### src/pkg/mrsc_pkg.sv
// Package with register map, field layout and codes of the reset status block.
package mrsc_pkg;

    // ==================================================================
    // Register indices on the register port.
    localparam logic [0:0] MRSC_IDX_CONTROL = 1'h0;
    localparam logic [0:0] MRSC_IDX_STATUS  = 1'h1;
    localparam int         MRSC_DATA_W      = 16;

    // ==================================================================
    // Control register layout.
    localparam int         MRSC_CTL_RELEASE_BIT = 0;
    localparam logic       MRSC_CTL_RELEASE_RST = 1'h0;

    // ==================================================================
    // Status register layout.
    localparam int MRSC_ST_SCHEME_LSB = 11;
    localparam int MRSC_ST_SCHEME_MSB = 13;
    localparam int MRSC_ST_IDLE_BIT   = 6;
    localparam int MRSC_ST_FLAG_LSB   = 1;
    localparam int MRSC_ST_FLAG_MSB   = 5;
    localparam int MRSC_FLAG_W        = 5;

    // Flag vector order, matching status bits 1 to 5.
    localparam int MRSC_FL_SOFT = 0;
    localparam int MRSC_FL_WD   = 1;
    localparam int MRSC_FL_CORE = 2;
    localparam int MRSC_FL_EXT  = 3;
    localparam int MRSC_FL_POR  = 4;

    // Flags that a chip reset input pulse clears.
    localparam logic [4:0] MRSC_CHIP_CLEAR_MASK = 5'h07;
    localparam logic [4:0] MRSC_FLAG_RST        = 5'h00;

    // ==================================================================
    // Clocking schemes.
    localparam logic [2:0] MRSC_SCHEME_FULL_SYNC = 3'h0;
    localparam logic [2:0] MRSC_SCHEME_SCALABLE  = 3'h2;
    localparam logic [2:0] MRSC_SCHEME_RST       = 3'h0;

    // ==================================================================
    // Synchronised inputs, all active high after input inversion.
    localparam int         MRSC_IN_W    = 6;
    localparam int         MRSC_IN_CHIP = 0;
    localparam int         MRSC_IN_IDLE = 1;
    localparam int         MRSC_IN_POR  = 2;
    localparam int         MRSC_IN_CORE = 3;
    localparam int         MRSC_IN_WD   = 4;
    localparam int         MRSC_IN_SOFT = 5;
    localparam logic [5:0] MRSC_IN_RST  = 6'h00;

    // Rising-edge detect, used on every event input.
    function automatic logic [5:0] mrsc_rise(input logic [5:0] cur,
                                             input logic [5:0] prev);
        return cur & ~prev;
    endfunction

    // True for the two scheme codes that hardware accepts.
    function automatic logic mrsc_scheme_ok(input logic [2:0] code);
        return (code == MRSC_SCHEME_FULL_SYNC) ||
               (code == MRSC_SCHEME_SCALABLE);
    endfunction

endpackage

### src/pkg/mrsc_flag_if.sv
// Interface carrying set, clear and value vectors of the reset-cause flags.
`timescale 1ns/1ps
interface mrsc_flag_if;
    logic [4:0] set;   // Hardware event pulses.
    logic [4:0] clr;   // Clear requests.
    logic [4:0] flags; // Current flag values.

    modport owner (input set, input clr, output flags);
    modport user  (output set, output clr, input flags);
endinterface

### src/logic/mrsc_flags.sv
// Sticky reset-cause flag register where a set beats a clear.
`timescale 1ns/1ps
module mrsc_flags (
    input  wire logic  clock,       // System clock.
    input  wire logic  reset,       // Asynchronous reset, active high.
    mrsc_flag_if.owner fl           // Set, clear and value vectors.
);
    import mrsc_pkg::*;

    typedef struct packed {
        logic [4:0] flags;
    } mrsc_flag_state_t;

    mrsc_flag_state_t state;
    mrsc_flag_state_t next_state;

    // ==================================================================
    // An event in the cycle of its clear is kept, so no cause is lost.
    always_comb begin
        next_state       = state;
        next_state.flags = (state.flags & ~fl.clr) | fl.set;
    end

    // Flags come out of reset cleared.
    always_ff @(posedge clock or posedge reset) begin
        if (reset) begin
            state.flags <= MRSC_FLAG_RST;
        end else begin
            state <= next_state;
        end
    end

    assign fl.flags = state.flags;
endmodule

### src/logic/mrsc_top.sv
// Peripheral reset control and system status registers of the host side.
`timescale 1ns/1ps
module mrsc_top (
    input  wire logic                  clock,            // 10 MHz clock.
    input  wire logic                  reset,            // Async, high.
    input  wire logic                  bus_sel,          // Access strobe.
    input  wire logic                  bus_write,        // 1 write, 0 read.
    input  wire logic [0:0]            bus_addr,         // Register index.
    input  wire logic [mrsc_pkg::MRSC_DATA_W-1:0] bus_wdata, // Write data.
    output logic [mrsc_pkg::MRSC_DATA_W-1:0]      bus_rdata, // Read data.
    output logic                       bus_ack,          // Answer pulse.
    input  wire logic                  chip_reset_in_n,  // Chip reset pin.
    input  wire logic                  dsp_idle,         // DSP global idle.
    input  wire logic                  power_on_detect,  // Cold start seen.
    input  wire logic                  core_reset_detect, // Core was reset.
    input  wire logic                  watchdog_detect,  // Watchdog reset.
    input  wire logic                  soft_reset_request, // Global soft.
    output logic                       host_periph_reset_n, // Periph reset.
    output logic [2:0]                 clock_scheme      // Active scheme.
);
    import mrsc_pkg::*;

    // ==================================================================
    // State of the block apart from the cause flags, all in one packed record.
    typedef struct packed {
        logic                   periph_release;
        logic [2:0]             scheme;
        logic [MRSC_IN_W-1:0]   meta;
        logic [MRSC_IN_W-1:0]   sync;
        logic [MRSC_IN_W-1:0]   prev;
        logic [MRSC_DATA_W-1:0] rdata;
        logic                   ack;
    } mrsc_state_t;

    mrsc_state_t          state;
    mrsc_state_t          next_state;
    logic [MRSC_IN_W-1:0] raw_in;
    logic [MRSC_IN_W-1:0] rise;
    logic                 chip_pulse;
    logic                 wr_ctl;
    logic                 wr_st;
    logic [2:0]           wr_scheme;
    logic [4:0]           sw_clear;
    logic [MRSC_DATA_W-1:0] ctl_view;
    logic [MRSC_DATA_W-1:0] st_view;

    mrsc_flag_if flag_bus ();

    // ==================================================================
    // Input gathering.
    // The chip reset pin is inverted ahead of the synchroniser so every
    // event input is active high and one edge detector serves all.
    always_comb begin
        raw_in               = MRSC_IN_RST;
        raw_in[MRSC_IN_CHIP] = ~chip_reset_in_n;
        raw_in[MRSC_IN_IDLE] = dsp_idle;
        raw_in[MRSC_IN_POR]  = power_on_detect;
        raw_in[MRSC_IN_CORE] = core_reset_detect;
        raw_in[MRSC_IN_WD]   = watchdog_detect;
        raw_in[MRSC_IN_SOFT] = soft_reset_request;
    end

    // Edges are taken from the second stage only; the first stage may
    // still be settling and must feed nothing but the second.
    assign rise       = mrsc_rise(state.sync, state.prev);
    assign chip_pulse = rise[MRSC_IN_CHIP];

    // ==================================================================
    // Register port decode.
    always_comb begin
        wr_ctl = 1'b0;
        wr_st  = 1'b0;
        if (bus_sel && bus_write && bus_addr == MRSC_IDX_CONTROL) begin
            wr_ctl = 1'b1;
        end else if (bus_sel && bus_write &&
                     bus_addr == MRSC_IDX_STATUS) begin
            wr_st = 1'b1;
        end
    end

    assign wr_scheme = bus_wdata[MRSC_ST_SCHEME_MSB:MRSC_ST_SCHEME_LSB];

    // Only a 0 in a flag position clears it; a 1 is a no-op, so one
    // flag can be cleared without a read-modify-write race.
    assign sw_clear = wr_st ?
        ~bus_wdata[MRSC_ST_FLAG_MSB:MRSC_ST_FLAG_LSB] : 5'h00;

    // ==================================================================
    // Flag set and clear sources.
    always_comb begin
        flag_bus.set               = MRSC_FLAG_RST;
        flag_bus.set[MRSC_FL_POR]  = rise[MRSC_IN_POR];
        flag_bus.set[MRSC_FL_EXT]  = chip_pulse;
        flag_bus.set[MRSC_FL_CORE] = rise[MRSC_IN_CORE];
        flag_bus.set[MRSC_FL_WD]   = rise[MRSC_IN_WD];
        // The soft reset request is raised by the reset sequencer once
        // software writes the two controls together in one access.
        flag_bus.set[MRSC_FL_SOFT] = rise[MRSC_IN_SOFT];
        // Chip reset clears the core, watchdog and soft flags; the
        // external flag is exempt and is instead set by the same pulse.
        flag_bus.clr = sw_clear |
            (chip_pulse ? MRSC_CHIP_CLEAR_MASK : 5'h00);
    end

    mrsc_flags u_flags (
        .clock (clock),
        .reset (reset),
        .fl    (flag_bus.owner)
    );

    // ==================================================================
    // Read views. Reserved bits read as zero.
    always_comb begin
        ctl_view                       = '0;
        ctl_view[MRSC_CTL_RELEASE_BIT] = state.periph_release;
        st_view                        = '0;
        st_view[MRSC_ST_SCHEME_MSB:MRSC_ST_SCHEME_LSB] = state.scheme;
        st_view[MRSC_ST_IDLE_BIT] = state.sync[MRSC_IN_IDLE];
        st_view[MRSC_ST_FLAG_MSB:MRSC_ST_FLAG_LSB] = flag_bus.flags;
    end

    // ==================================================================
    // Next-state logic for the whole block.
    always_comb begin
        next_state      = state;
        next_state.meta = raw_in;
        next_state.sync = state.meta;
        next_state.prev = state.sync;
        next_state.ack  = bus_sel;
        if (wr_ctl) begin
            // Only bit 0 is stored; the rest of the word is dropped.
            next_state.periph_release =
                bus_wdata[MRSC_CTL_RELEASE_BIT];
        end
        // Reserved scheme codes are refused so the clock tree never sees
        // an undefined selection; the old scheme stays active.
        if (wr_st && mrsc_scheme_ok(wr_scheme)) begin
            next_state.scheme = wr_scheme;
        end
        if (bus_sel && !bus_write) begin
            if (bus_addr == MRSC_IDX_CONTROL) begin
                next_state.rdata = ctl_view;
            end else begin
                next_state.rdata = st_view;
            end
        end else begin
            next_state.rdata = '0;
        end
    end

    // ==================================================================
    // State register. Every field takes a constant under reset.
    always_ff @(posedge clock or posedge reset) begin
        if (reset) begin
            state.periph_release <= MRSC_CTL_RELEASE_RST;
            state.scheme         <= MRSC_SCHEME_RST;
            state.meta           <= MRSC_IN_RST;
            state.sync           <= MRSC_IN_RST;
            state.prev           <= MRSC_IN_RST;
            state.rdata          <= '0;
            state.ack            <= 1'b0;
        end else begin
            state <= next_state;
        end
    end

    // ==================================================================
    // Outputs, all straight from flip-flops.
    assign host_periph_reset_n = state.periph_release;
    assign clock_scheme        = state.scheme;
    assign bus_rdata           = state.rdata;
    assign bus_ack             = state.ack;
endmodule

### config.mk
export PLATFORM = sky130hd
export DESIGN_NAME = mrsc_top
export DESIGN_NICKNAME = d
export VERILOG_FILES = /design/src/pkg/mrsc_pkg.sv /design/src/pkg/mrsc_flag_if.sv /design/src/logic/mrsc_flags.sv /design/src/logic/mrsc_top.sv
export SDC_FILE = /design/constraint.sdc
export NUM_CORES = 1
export LEC_CHECK = 0
export BUFFER_PORTS_ARGS = -buffer_cell sky130_fd_sc_hd__buf_2
export CORE_ASPECT_RATIO = 0.8
export CORE_MARGIN = 2
export CORE_UTILIZATION = 51
export CTS_CLUSTER_SIZE = 14
export DETAILED_ROUTE_END_ITERATION = 7
export PLACE_DENSITY = 0.79
export SYNTH_ARGS = -nofsm -noshare
export SYNTH_HDL_FRONTEND = slang
export SYNTH_SLANG_ARGS = --single-unit
### constraint.sdc
create_clock -name clock -period 2.45 [get_ports clock]
set_input_delay 0 -clock clock [delete_from_list [all_inputs] [get_ports clock]]
set_output_delay 0 -clock clock [all_outputs]
set_load 0.02 [all_outputs]
==> flow_summary.toml <==
[critical_path]
cp-end-kind = "flip-flop"
critPathArrivalTime_ns = 1.49
critPathKind = "in2reg"
slowest_delay_ns = 0.52
cpMaxStageDelayCell = "dlygate4sd3_1"
path_cells = "dlygate4sd3_1 -> buf_2 -> nand3_2 -> or3_4 -> mux2_4"
required_ns = 2.67
cp-start-kind = "input port"
cp_max_fo = 6

[run]
maxCapViolations = 0

[global_route]
grt_max_degree = 38
gr-total-overflow = 0
grt_pass1_wl_um = 2770
grt_pass1_vias = 686
antenna_found_initial = 0
gr-usage-all-layers_pct = 14.0

[clock_tree]
clkTransAtPathRegs_ns = 0.10
ctsLongestPathBuffers = 2
clkLatencyLatePin_ns = 0.33
h-tree-depth = 2
cts_tree = "built"
ctsRootBufferMaster = "clkbuf_4"
cts_made_buffers = 5
clkSinkCount = 37

[timing]
setup_viol = 0
fin_hold_ws_ns = 0.0206
fmax_mhz = 790
skew_ns = 0.00949
hold_viol_final = 0
period_share_pct = 51.7
drv_slew = 0
rsz0062_at_grt = "no"
final.setup.tns_ns = 0
fin_crit_ns = 1.27

[logic_synthesis]
synth.distinct_cells = 17
ys_ff_latch = 37
ys_warn_count = 0
synthCells = 93
synth_area_um2 = 1300
ys_seq_area_share_pct = 71.0
avgSynthCellArea_um2 = 14.0

[floorplan]
dieArea_um2 = 2980
core_um2 = 2440
fp.dieH_um = 49.2
start_util_pct = 53.4
fp.dieW_um = 60.5
rows = 16
io_pins = 48

[route]
postRouteAntennaNets = 0
drt-met1-wl_um = 767
drt-vias-per-instance = 4.24
wl_met2_um = 870
via_count = 737
wl_met3_um = 150
drt_iter0_markers = 7
highest_layer = "met4"
first_pass_iters = 3
wirelength_um = 1810
drc_errors = 0
wl_per_cell_um = 10.4

[finish]
nets = 164
drive_gt1_share_pct = 35.5
multi_input_area_um2 = 231
nFillCells = 185
num_antenna_cells = 0
syn2layout_area_growth_pct = 26.4
register_area_um2 = 926

[pwr]
power_density_nw_per_um2 = 729
peakVddDrop_mv = 0.480
leakagePower_nw = 0.851

[run_status]
outcome = "finished, final reports clean"

[placement]
routabilityCongestion = 0.743
port_buffers = 34

[min_path]
hold_path_class = "in2reg"
-- worst max-delay path, delay by kind of cell --
family        cells  cell delay (ns)
buf+inv           2             0.67
mux               1             0.31
simple gates      2             0.51
-- state kept, by name, summed over array words and instances, names as in the netlist --
register / count
next_state: 12
bus_rdata: 10
state: 5
u_flags.fl.flags: 5
clock_scheme: 3
bus_ack: 1
host_periph_reset_n: 1
-- final cells by class --
| type | count | share of cell area (%) |
|---|---|---|
| well taps | 36 | 2.73 |
| repair buffers | 51 | 20.5 |
| flip-flops and latches | 37 | 56.2 |
| clock buffers | 7 | 3.34 |
| clock inverters | 1 | 1.82 |
| inverters | 6 | 1.37 |
| multi-input cells | 36 | 14.0 |
-- repair_timing --
item,CTS,global route
resized for setup,0,0
hold buffers,16,0
buffers inserted,0,0
endpoints found under the hold margin,52,0
-- cells in the mapped netlist (all sizes together) --
| cell | instances | area (µm²) |
|---|---|---|
| and4bb | 1 | 12.5 |
| nand3b | 1 | 7.51 |
| nor2 | 1 | 3.75 |
| buf | 19 | 143 |
| nand2 | 2 | 7.51 |
| conb | 1 | 3.75 |
| dfrtp | 37 | 926 |
| nand3 | 1 | 10.0 |
| o21ai | 6 | 30.0 |
| nand2b | 1 | 6.26 |
| mux2 | 2 | 26.3 |
| or3 | 1 | 11.3 |
| o211ai | 3 | 22.5 |
| inv | 6 | 22.5 |
| and2 | 11 | 71.3 |
-- metal layers --
layer / vias to the layer above / track usage (%)
li1: 362 / -
met1: 341 / 12.0
met2: 32 / 24.6
met3: 2 / 7.96
met4: 0 / 7.61
met5: - / 0
-- report_power, final --
| part | switching (mW) | internal, mW |
|---|---|---|
| Combinational | 0.0613 | 0.0545 |
| Sequential | 0.0136 | 0.646 |
| Clock | 0.182 | 0.244 |
| Total | 0.257 | 0.944 |
-- worst paths after layout --
path / start / to / slack [ns] / cells past startpoint
worst max-delay path: bus_sel / clock_scheme[1]$_DFFE_PP0P_ / 1.18 / 5
worst max register to register: state[17]$_DFF_PP0_ / u_flags.fl.flags[1]$_DFF_PP0_ / 1.56 / 3
worst min register to register: next_state[23]$_DFF_PP0_ / next_state[17]$_DFF_PP0_ / 0.35 / 0
worst min-delay path: bus_wdata[13] / clock_scheme[2]$_DFFE_PP0P_ / 0.02 / 3
min in group asynchronous: reset / next_state[26]$_DFF_PP0_ / 0.28 / 4
max in group asynchronous: reset / host_periph_reset_n$_DFFE_PP0P_ / 1.85 / 4
-- logic make-up after synthesis --
kind of cell	after synthesis	synth area share (%)
flops	37	71.0
buf+inv	25	12.7
simple gates	19	9.98
compound gates	9	4.03
mux	2	2.01
other cells	1	0.288
-- cell usage in the layout (no fill, tap or decap) --
master / count
and4bb_2: 1
conb_1: 6
nand3_2: 1
and2_2: 2
bufinv_16: 1
buf_4: 1
clkbuf_1: 1
mux2_2: 1
o21ai_0: 6
nand2_1: 2
nand3b_1: 1
o211ai_1: 3
or3_4: 1
clkbuf_8: 1
nor2_1: 1
buf_2: 34
mux2_4: 1
and2_1: 9
nand2b_1: 1
clkbuf_4: 5
dfrtp_1: 37
dlygate4sd3_1: 16
inv_1: 6
-- through the flow --
stage	utilization [%]	worst slack [ns]	total power, mW	instance area (µm²)	instances
2_1_floorplan	-	1.60	0.748	1320	98
3_3_place_gp	57.4	1.40	0.764	1400	150
3_5_place_dp	57.4	1.37	0.770	1400	150
4_1_cts	67.5	1.21	1.22	1650	174
5_1_grt	67.5	1.18	1.27	1650	174
6_report	67.5	1.18	1.20	1650	174
Power figures use the tool's default switching activity.
